File: config.mk
export PLATFORM = sky130hd
export DESIGN_NAME = btss_exec
export DESIGN_NICKNAME = d
export VERILOG_FILES = /design/src/design/btss_pkg.sv /design/src/design/btss_opnd_if.sv /design/src/design/btss_opnd_rd.sv /design/src/design/btss_exec.sv
export SDC_FILE = /design/constraint.sdc
export NUM_CORES = 1
export LEC_CHECK = 0
export BUFFER_PORTS_ARGS = -buffer_cell sky130_fd_sc_hd__buf_2
export CORE_MARGIN = 3
export CORE_UTILIZATION = 35
export DETAILED_ROUTE_END_ITERATION = 10
export GPL_ROUTABILITY_DRIVEN = 0
export GPL_TIMING_DRIVEN = 1
export SYNTH_ARGS = -nofsm -noshare
export SYNTH_HDL_FRONTEND = slang
export SYNTH_SLANG_ARGS = --single-unit
File: constraint.sdc
create_clock -name i_clk -period 2.45 [get_ports i_clk]
set_clock_uncertainty 0.15 [all_clocks]
set_input_delay 0.3675 -clock i_clk [delete_from_list [all_inputs] [get_ports i_clk]]
set_output_delay 0.3675 -clock i_clk [all_outputs]
set_load 0.05 [all_outputs]
File: src/design/btss_pkg.sv
// Purpose : constants and types for the bit-test-skip-if-set execution block
// Assumes : 16-bit opcodes, 8-bit file registers, four-phase instruction cycle
// Notes   : used by the executor only; the operand-read module does not reference it
package btss_pkg;
	// ======================================================================
	// opcode layout
	localparam logic [3:0] OPC_TEST_SET    = 4'ha;
	localparam int         OPC_HI_POS      = 12;
	localparam int         BIT_IDX_POS     = 9;
	localparam int         BANK_SEL_POS    = 8;
	localparam int         FADDR_POS       = 0;
	// ======================================================================
	// addressing
	localparam logic [7:0] INDEXED_MAX     = 8'h5f;
	localparam logic [3:0] ACCESS_BANK_LO  = 4'h0;
	localparam logic [3:0] ACCESS_BANK_HI  = 4'hf;
	localparam logic [7:0] ACCESS_SPLIT    = 8'h60;
	// ======================================================================
	// reset values and idle counter load values
	localparam logic [3:0] PHASE_RST       = 4'h1;
	localparam logic [1:0] IDLE_CNT_RST    = 2'h0;
	localparam logic [1:0] IDLE_ONE_WORD   = 2'h1;
	localparam logic [1:0] IDLE_TWO_WORD   = 2'h2;
	// ======================================================================
	// execution states, one-hot
	typedef enum logic [2:0] {
		BTSS_ST_IDLE = 3'b001,
		BTSS_ST_TEST = 3'b010,
		BTSS_ST_SKIP = 3'b100
	} btss_state_t;
endpackage : btss_pkg

File: src/design/btss_opnd_if.sv
// Purpose : carries operand address and read data between executor and reader
// Assumes : one read per test cycle
// Notes   : address is 12 bits, bank in the upper nibble
`timescale 1ns/100ps
`default_nettype none
interface btss_opnd_if;
	logic        rd_req;
	logic [11:0] rd_addr;
	logic [7:0]  rd_data;
	modport exec (output rd_req, output rd_addr, input rd_data);
	modport rdr  (input rd_req, input rd_addr, output rd_data);
endinterface : btss_opnd_if
`default_nettype wire

File: src/design/btss_opnd_rd.sv
// Purpose : registered read of the file register selected by the executor
// Assumes : data memory answers combinationally on its read port
// Notes   : read data held in a register so phase three sees a stable byte
`timescale 1ns/100ps
`default_nettype none
module btss_opnd_rd (
	input  wire logic  i_clk,
	input  wire logic  i_sys_rst,
	input  wire logic  i_ce,
	btss_opnd_if.rdr   opnd,
	output logic       o_mem_re,
	output logic [11:0] o_mem_addr,
	input  wire logic [7:0] i_mem_rdata
);
	// ======================================================================
	// memory port passes address straight through, data is latched
	assign o_mem_re   = opnd.rd_req;
	assign o_mem_addr = opnd.rd_addr;
	logic [7:0] data_r;
	always_ff @(posedge i_clk or posedge i_sys_rst) begin
		if (i_sys_rst) begin
			data_r <= 8'h00;
		end else if (i_ce && opnd.rd_req) begin
			data_r <= i_mem_rdata;
		end
	end
	assign opnd.rd_data = data_r;
endmodule : btss_opnd_rd
`default_nettype wire

File: src/design/btss_exec.sv
// Purpose : executes the bit-test-skip-if-set instruction in the core pipeline
// Assumes : i_clk edges are the four quarter phases; i_instr valid at phase one
// Notes   : status flags are never touched; no write port exists at all
//
// Function
// - decode upper nibble 1010, bit, bank, address
// - skip next instruction when tested bit set
// - skip replaces prefetched instruction with idle cycle
// - two-word follower costs two idle cycles
// - selector zero access bank, one banked
// - bank select register supplies bank number
// - extended set, low addresses use indexed offset
`timescale 1ns/100ps
`default_nettype none
module btss_exec (
	input  wire logic        i_clk,
	input  wire logic        i_sys_rst,
	input  wire logic        i_ce,
	input  wire logic        i_instr_valid,
	input  wire logic [15:0] i_instr,
	input  wire logic        i_next_two_word,
	input  wire logic [3:0]  i_bank_select_register,
	input  wire logic        i_ext_set_en,
	input  wire logic [11:0] i_index_base,
	input  wire logic [7:0]  i_mem_rdata,
	output logic             o_mem_re,
	output logic [11:0]      o_mem_addr,
	output logic             o_busy,
	output logic             o_skip,
	output logic             o_idle_instruction,
	output logic             o_flush_prefetch,
	output logic [3:0]       o_phase,
	output logic             o_done
);
	// ======================================================================
	// decode helpers
	function automatic logic is_test_set(input logic [15:0] op);
		is_test_set = (op[btss_pkg::OPC_HI_POS +: 4] == btss_pkg::OPC_TEST_SET);
	endfunction : is_test_set

	function automatic logic [11:0] opnd_addr(input logic [15:0] op, input logic [3:0] bank_select_register,
		input logic ext, input logic [11:0] base);
		logic [7:0] f;
		f = op[btss_pkg::FADDR_POS +: 8];
		if (op[btss_pkg::BANK_SEL_POS]) begin
			opnd_addr = {bank_select_register, f};
		end else if (ext && (f <= btss_pkg::INDEXED_MAX)) begin
			opnd_addr = base + {4'h0, f};
		end else if (f < btss_pkg::ACCESS_SPLIT) begin
			opnd_addr = {btss_pkg::ACCESS_BANK_LO, f};
		end else begin
			opnd_addr = {btss_pkg::ACCESS_BANK_HI, f};
		end
	endfunction : opnd_addr

	// ======================================================================
	// phase ring and state
	btss_opnd_if opnd ();
	btss_pkg::btss_state_t state_r;
	logic [3:0]  phase_r;
	logic [15:0] instr_r;
	logic        two_word_r;
	logic [1:0]  idle_cnt_r;
	logic        skip_r;
	logic        done_r;
	logic        take_w;
	logic        test_last_w;
	logic        skip_last_w;
	logic        bit_hit_w;
	logic [7:0]  lane_hit_w;

	// a quarter-phase ring; every instruction cycle is four clocks
	always_ff @(posedge i_clk or posedge i_sys_rst) begin
		if (i_sys_rst) begin
			phase_r <= btss_pkg::PHASE_RST;
		end else if (i_ce) begin
			phase_r <= {phase_r[2:0], phase_r[3]};
		end
	end

	// ======================================================================
	// instruction strobes
	// opcode nibble gates take
	assign take_w      = (state_r == btss_pkg::BTSS_ST_IDLE) && phase_r[0]
		&& i_instr_valid && is_test_set(i_instr);
	assign test_last_w = (state_r == btss_pkg::BTSS_ST_TEST) && phase_r[3];
	assign skip_last_w = (state_r == btss_pkg::BTSS_ST_SKIP) && phase_r[3]
		&& (idle_cnt_r == btss_pkg::IDLE_ONE_WORD);

	// ======================================================================
	// bit lanes
	// one lane per bit position; only the indexed lane can fire
	genvar g;
	generate
		for (g = 0; g < 8; g++) begin : g_lane
			assign lane_hit_w[g] = opnd.rd_data[g] && (instr_r[btss_pkg::BIT_IDX_POS +: 3] == 3'(g));
		end
	endgenerate
	assign bit_hit_w = |lane_hit_w;

	// ======================================================================
	// state register
	always_ff @(posedge i_clk or posedge i_sys_rst) begin
		if (i_sys_rst) begin
			state_r <= btss_pkg::BTSS_ST_IDLE;
		end else if (i_ce) begin
			case (state_r)
				btss_pkg::BTSS_ST_IDLE: begin
					if (take_w) begin
						state_r <= btss_pkg::BTSS_ST_TEST;
					end
				end
				btss_pkg::BTSS_ST_TEST: begin
					if (phase_r[3]) begin
						state_r <= skip_r ? btss_pkg::BTSS_ST_SKIP : btss_pkg::BTSS_ST_IDLE;
					end
				end
				btss_pkg::BTSS_ST_SKIP: begin
					if (skip_last_w) begin
						state_r <= btss_pkg::BTSS_ST_IDLE;
					end
				end
				default: begin
					state_r <= btss_pkg::BTSS_ST_IDLE;
				end
			endcase
		end
	end

	// ======================================================================
	// opcode capture
	// held for the whole instruction so the operand address stays put
	always_ff @(posedge i_clk or posedge i_sys_rst) begin
		if (i_sys_rst) begin
			instr_r    <= 16'h0000;
			two_word_r <= 1'b0;
		end else if (i_ce && take_w) begin
			instr_r    <= i_instr;
			two_word_r <= i_next_two_word;
		end
	end

	// ======================================================================
	// skip flag
	// loaded at phase three so phase four already knows the outcome
	always_ff @(posedge i_clk or posedge i_sys_rst) begin
		if (i_sys_rst) begin
			skip_r <= 1'b0;
		end else if (i_ce) begin
			if ((state_r == btss_pkg::BTSS_ST_TEST) && phase_r[2]) begin
				skip_r <= bit_hit_w;
			end else if ((state_r == btss_pkg::BTSS_ST_IDLE) || skip_last_w) begin
				skip_r <= 1'b0;
			end
		end
	end

	// ======================================================================
	// idle cycle counter
	always_ff @(posedge i_clk or posedge i_sys_rst) begin
		if (i_sys_rst) begin
			idle_cnt_r <= btss_pkg::IDLE_CNT_RST;
		end else if (i_ce) begin
			if ((state_r == btss_pkg::BTSS_ST_TEST) && phase_r[2] && bit_hit_w) begin
				// two idle cycles for two words
				idle_cnt_r <= two_word_r ? btss_pkg::IDLE_TWO_WORD : btss_pkg::IDLE_ONE_WORD;
			end else if ((state_r == btss_pkg::BTSS_ST_SKIP) && phase_r[3]) begin
				idle_cnt_r <= idle_cnt_r - 2'h1;
			end
		end
	end

	// ======================================================================
	// end-of-instruction pulse, registered
	always_ff @(posedge i_clk or posedge i_sys_rst) begin
		if (i_sys_rst) begin
			done_r <= 1'b0;
		end else if (i_ce) begin
			done_r <= (test_last_w && !skip_r) || skip_last_w;
		end
	end

	// ======================================================================
	// operand read
	// read file register in phase two
	assign opnd.rd_req  = (state_r == btss_pkg::BTSS_ST_TEST) && phase_r[1];
	assign opnd.rd_addr = opnd_addr(instr_r, i_bank_select_register, i_ext_set_en, i_index_base);

	btss_opnd_rd u_rd (
		.i_clk       (i_clk),
		.i_sys_rst   (i_sys_rst),
		.i_ce        (i_ce),
		.opnd        (opnd.rdr),
		.o_mem_re    (o_mem_re),
		.o_mem_addr  (o_mem_addr),
		.i_mem_rdata (i_mem_rdata)
	);

	// ======================================================================
	// outputs
	assign o_busy             = (state_r != btss_pkg::BTSS_ST_IDLE);
	assign o_skip             = skip_r;
	assign o_idle_instruction = (state_r == btss_pkg::BTSS_ST_SKIP);
	assign o_flush_prefetch   = (state_r == btss_pkg::BTSS_ST_TEST) && phase_r[3] && skip_r;
	assign o_phase            = phase_r;
	assign o_done             = done_r;
endmodule : btss_exec
`default_nettype wire

==> summary.txt <==
Worst setup path
  – Most common cell on crit path: o22ai_2
  – Critical path class: reg -> out
  – Critical path cell sequence: ha_2 -> inv_2 -> fa_2 -> nor2b_2 -> o31a_1 -> o22ai_2 -> nor2_2 -> xnor2_1 -> o22ai_2 -> buf_6
  – Slowest stage cell on the critical path: dfrtp_1
  – CP max FO: 3
  – Crit. End Element: output port
  – CP required: 1.93 ns
  – CP Data Arrival Time: 2.22 ns
  – Worst setup SP type: flip-flop
  – Max incr delay on CP: 0.35 ns

Clocking
  – Clk Latency, worst-skew pair: 0.28 ns
  – H-tree levels: 2
  – CTS tree: built
  – Clock Sinks: 32
  – TritonCTS Buffers: 5
  – Cts hold-fix bufs: 0
  – Clk slew on worst S/H paths: 0.06 ns
  – Clk root buf: clkbuf_8
  – CTS max path bufs: 2

Placement
  – Pre-CTS setup slack: -0.2394 ns
  – Post-detail-place hpwl: 3.688 mm
  – IO Port Bufs: 67
  – Placed Area: 2605 sq um

Floorplanning
  – # rows: 26
  – Core area: 5303 sq um
  – Die W: 81.49 microns
  – Die Height: 81.49 microns
  – # IOs: 68
  – DIE AREA: 6640 sq um
  – Initial Util: 0.3761

Global routing
  – Pin count of the biggest net entering global routing: 33
  – First-pass GRT wire length: 8.093 mm
  – Initial antenna violation count: 0
  – Tot GR Track Use: 0.1569
  – Overflow after GRT: 0
  – Vias in the first global route: 1,759

STA
  – Slew @ Worst Pin: 0.4787 ns
  – Slew margin rel.: 0.6784
  – Crit path setup slack, layout: -0.2862 ns
  – FMAX: 0.3655 GHz
  – RSZ-0062 raised after global routing: true
  – Final Hold Vio Count: 0
  – Worst hold slack: 0.003492 ns
  – # setup viols final: 8
  – Period minus WS final: 2.736 ns
  – TNS Setup: -1.577 ns
  – Final slew viol count: 0
  – Crit share post-route: 1.117

Drt
  – Total routed wirelength: 4.909 mm
  – Antenna Nets Post-Route: 0
  – WL/cell: 13.79 microns
  – DRT iter0 DRCs: 43
  – Drt pass-1 iters: 4
  – DRC viols: 0
  – Via count: 1,748
  – Via/cell ratio: 4.910

Synthesis
  – Largest family of logic cells by synthesized area: multiplexers
  – Cell Area, Synth: 1994 sq um
  – Xor-xnor portion of the synthesized cell area: 0.03952
  – EDFF count, synth: 0
  – Post-synthesis net count: 245
  – Synth cell types: 48
  – Mapped Cells: 189
  – Compound-cell area share of the yosys netlist: 0.1568
  – Yosys warns: 0
  – Avg Inst Size Synth: 10.55 sq um
  – Adder-cell share of the synthesized area: 0.06650
  – Seq cells post-synth: 32
  – Post-Synth Simple-Gate Area: 0.1167
  – Mux contribution to synthesized area: 0.1725
  – Seq/Total Area, Yosys: 0.4028
  – Async set-reset flop share out of synthesis: 1.000
  – Main synth FF type: dfrtp_1

Final layout
  – Diodes inserted: 0
  – Syn-to-layout area delta: 41.78%
  – Fin util: 0.5333
  – Share of cells above drive strength 1: 0.5210
  – Final instance area: 2828 sq um
  – # fillers: 510
  – Most common cell after layout, fill and taps aside: buf_2
  – Sequential Area: 803.3 sq um
  – Highest-count cells in the layout ignoring fill and taps: buf_2, dfrtp_1, buf_4, mux2_2
  – Multi-input combinational cell area: 1195 sq um
  – Final #Nets: 341

Min path
  – Hold crit path type: in -> async

Pwr
  – Leak: 1.430 nW
  – VDD IR max: 428.4 uV
  – PD cells: 668.2 nW/um^2

Status
  – Failing checks: negative setup slack
  – Status: finished with violations

Job
  – Maxcap violations: 0
-- layout make-up --
type                            instances  area share
Tap cell                               70     0.03097
Clock buffer                            8     0.03186
Multi-Input combinational cell        138      0.4226
Sequential cell                        32      0.2841
Inverter                               15     0.01991
Timing Repair Buffer                   93      0.2106
-- metal layers --
| layer | vias to the layer above | global-route usage | share of wire |
|---|---|---|---|
| li1 | 873 | - | - |
| met1 | 818 | 0.2021 | 0.44 |
| met2 | 55 | 0.2647 | 0.48 |
| met3 | 2 | 0.04276 | 0.068 |
| met4 | 0 | 0.03041 | 0.0049 |
| met5 | - | 0 | 0 |
-- per-stage QoR --
step                      total power, mW  std cells
after floorplan                     1.185        189
after global placement              1.408        345
after detailed placement            1.416        345
after CTS                           1.903        354
after global routing                2.009        356
final                               1.889        356
-- worst max-delay path, delay by kind of cell, from the launching register on --
family / cells / cell delay, ns
AOI/OAI and AO/OA: 3 / 0.51
xor gates and xnor gates: 1 / 0.08
adders and majority gates: 2 / 0.53
buffers and inverters: 2 / 0.22
DFF: 1 / 0.35
and+or+nand+nor: 2 / 0.26
-- path summary, 6_finish.rpt --
| path | startpoint | slack [ns] | to | cells after the start |
|---|---|---|---|---|
| worst min-delay path | i_sys_rst | 0.003 | instr_r[8]$_DFFE_PP0P_ | 3 |
| min in group i_clk | i_instr[8] | 0.14 | instr_r[8]$_DFFE_PP0P_ | 3 |
| worst max-delay path | instr_r[0]$_DFFE_PP0P_ | -0.29 | o_mem_addr[10] | 10 |
| worst max register to register | state_r[0]$_DFFE_PP1P_ | 0.50 | instr_r[10]$_DFFE_PP0P_ | 6 |
| max in group asynchronous | i_sys_rst | 1.80 | state_r[0]$_DFFE_PP1P_ | 3 |
| worst min register to register | u_rd.opnd.rd_data[5]$_DFFE_PP0P_ | 0.36 | u_rd.opnd.rd_data[5]$_DFFE_PP0P_ | 1 |
-- logic make-up (layout without fill, tap and decap cells) --
logic type,after synthesis,in the layout
AOI/OAI and AO/OA,47,47
and+or+nand+nor,45,45
DFF,32,32
muxes,27,27
buffers and inverters,19,116
adders and majority gates,10,10
xor gates and xnor gates,9,9
-- sequential cells by signal, summed over array words and instances, names as in the netlist --
name and cells:
o_done 1, idle_cnt_r 2, u_rd.opnd.rd_data 8, o_phase 4, two_word_r 1, instr_r 12, state_r 3, o_skip 1
-- Yosys cell counts, types with 4 or more instances --
master   count  area share
mux2_2      17       0.096
nor3_1       4       0.010
nor2_1       9       0.017
a21oi_1      6       0.015
a21o_1       4       0.015
mux2_4       5       0.038
nand2_1     13       0.024
nand3_1      4       0.010
dfrtp_1     30        0.38
o21ai_0     11       0.028
xor2_1       4       0.018
xnor2_1      5       0.022
inv_1       14       0.026
ha_1         9       0.056
o22ai_1      6       0.019
-- power breakdown --
part	switching, mW	total [mW]	internal, mW
Combinational	0.488	0.827	0.338
Clock	0.188	0.417	0.229
Sequential	0.0538	0.646	0.592
-- timing repair --
| action | in CTS | in global routing |
|---|---|---|
| endpoints found under the hold margin | 0 | 0 |
| endpoints found under the setup margin | 8 | 9 |
| resized for setup | 27 | 4 |
| setup buffers | 1 | 2 |
| pin swaps | 16 | 9 |
Power figures use the tool's default switching activity.
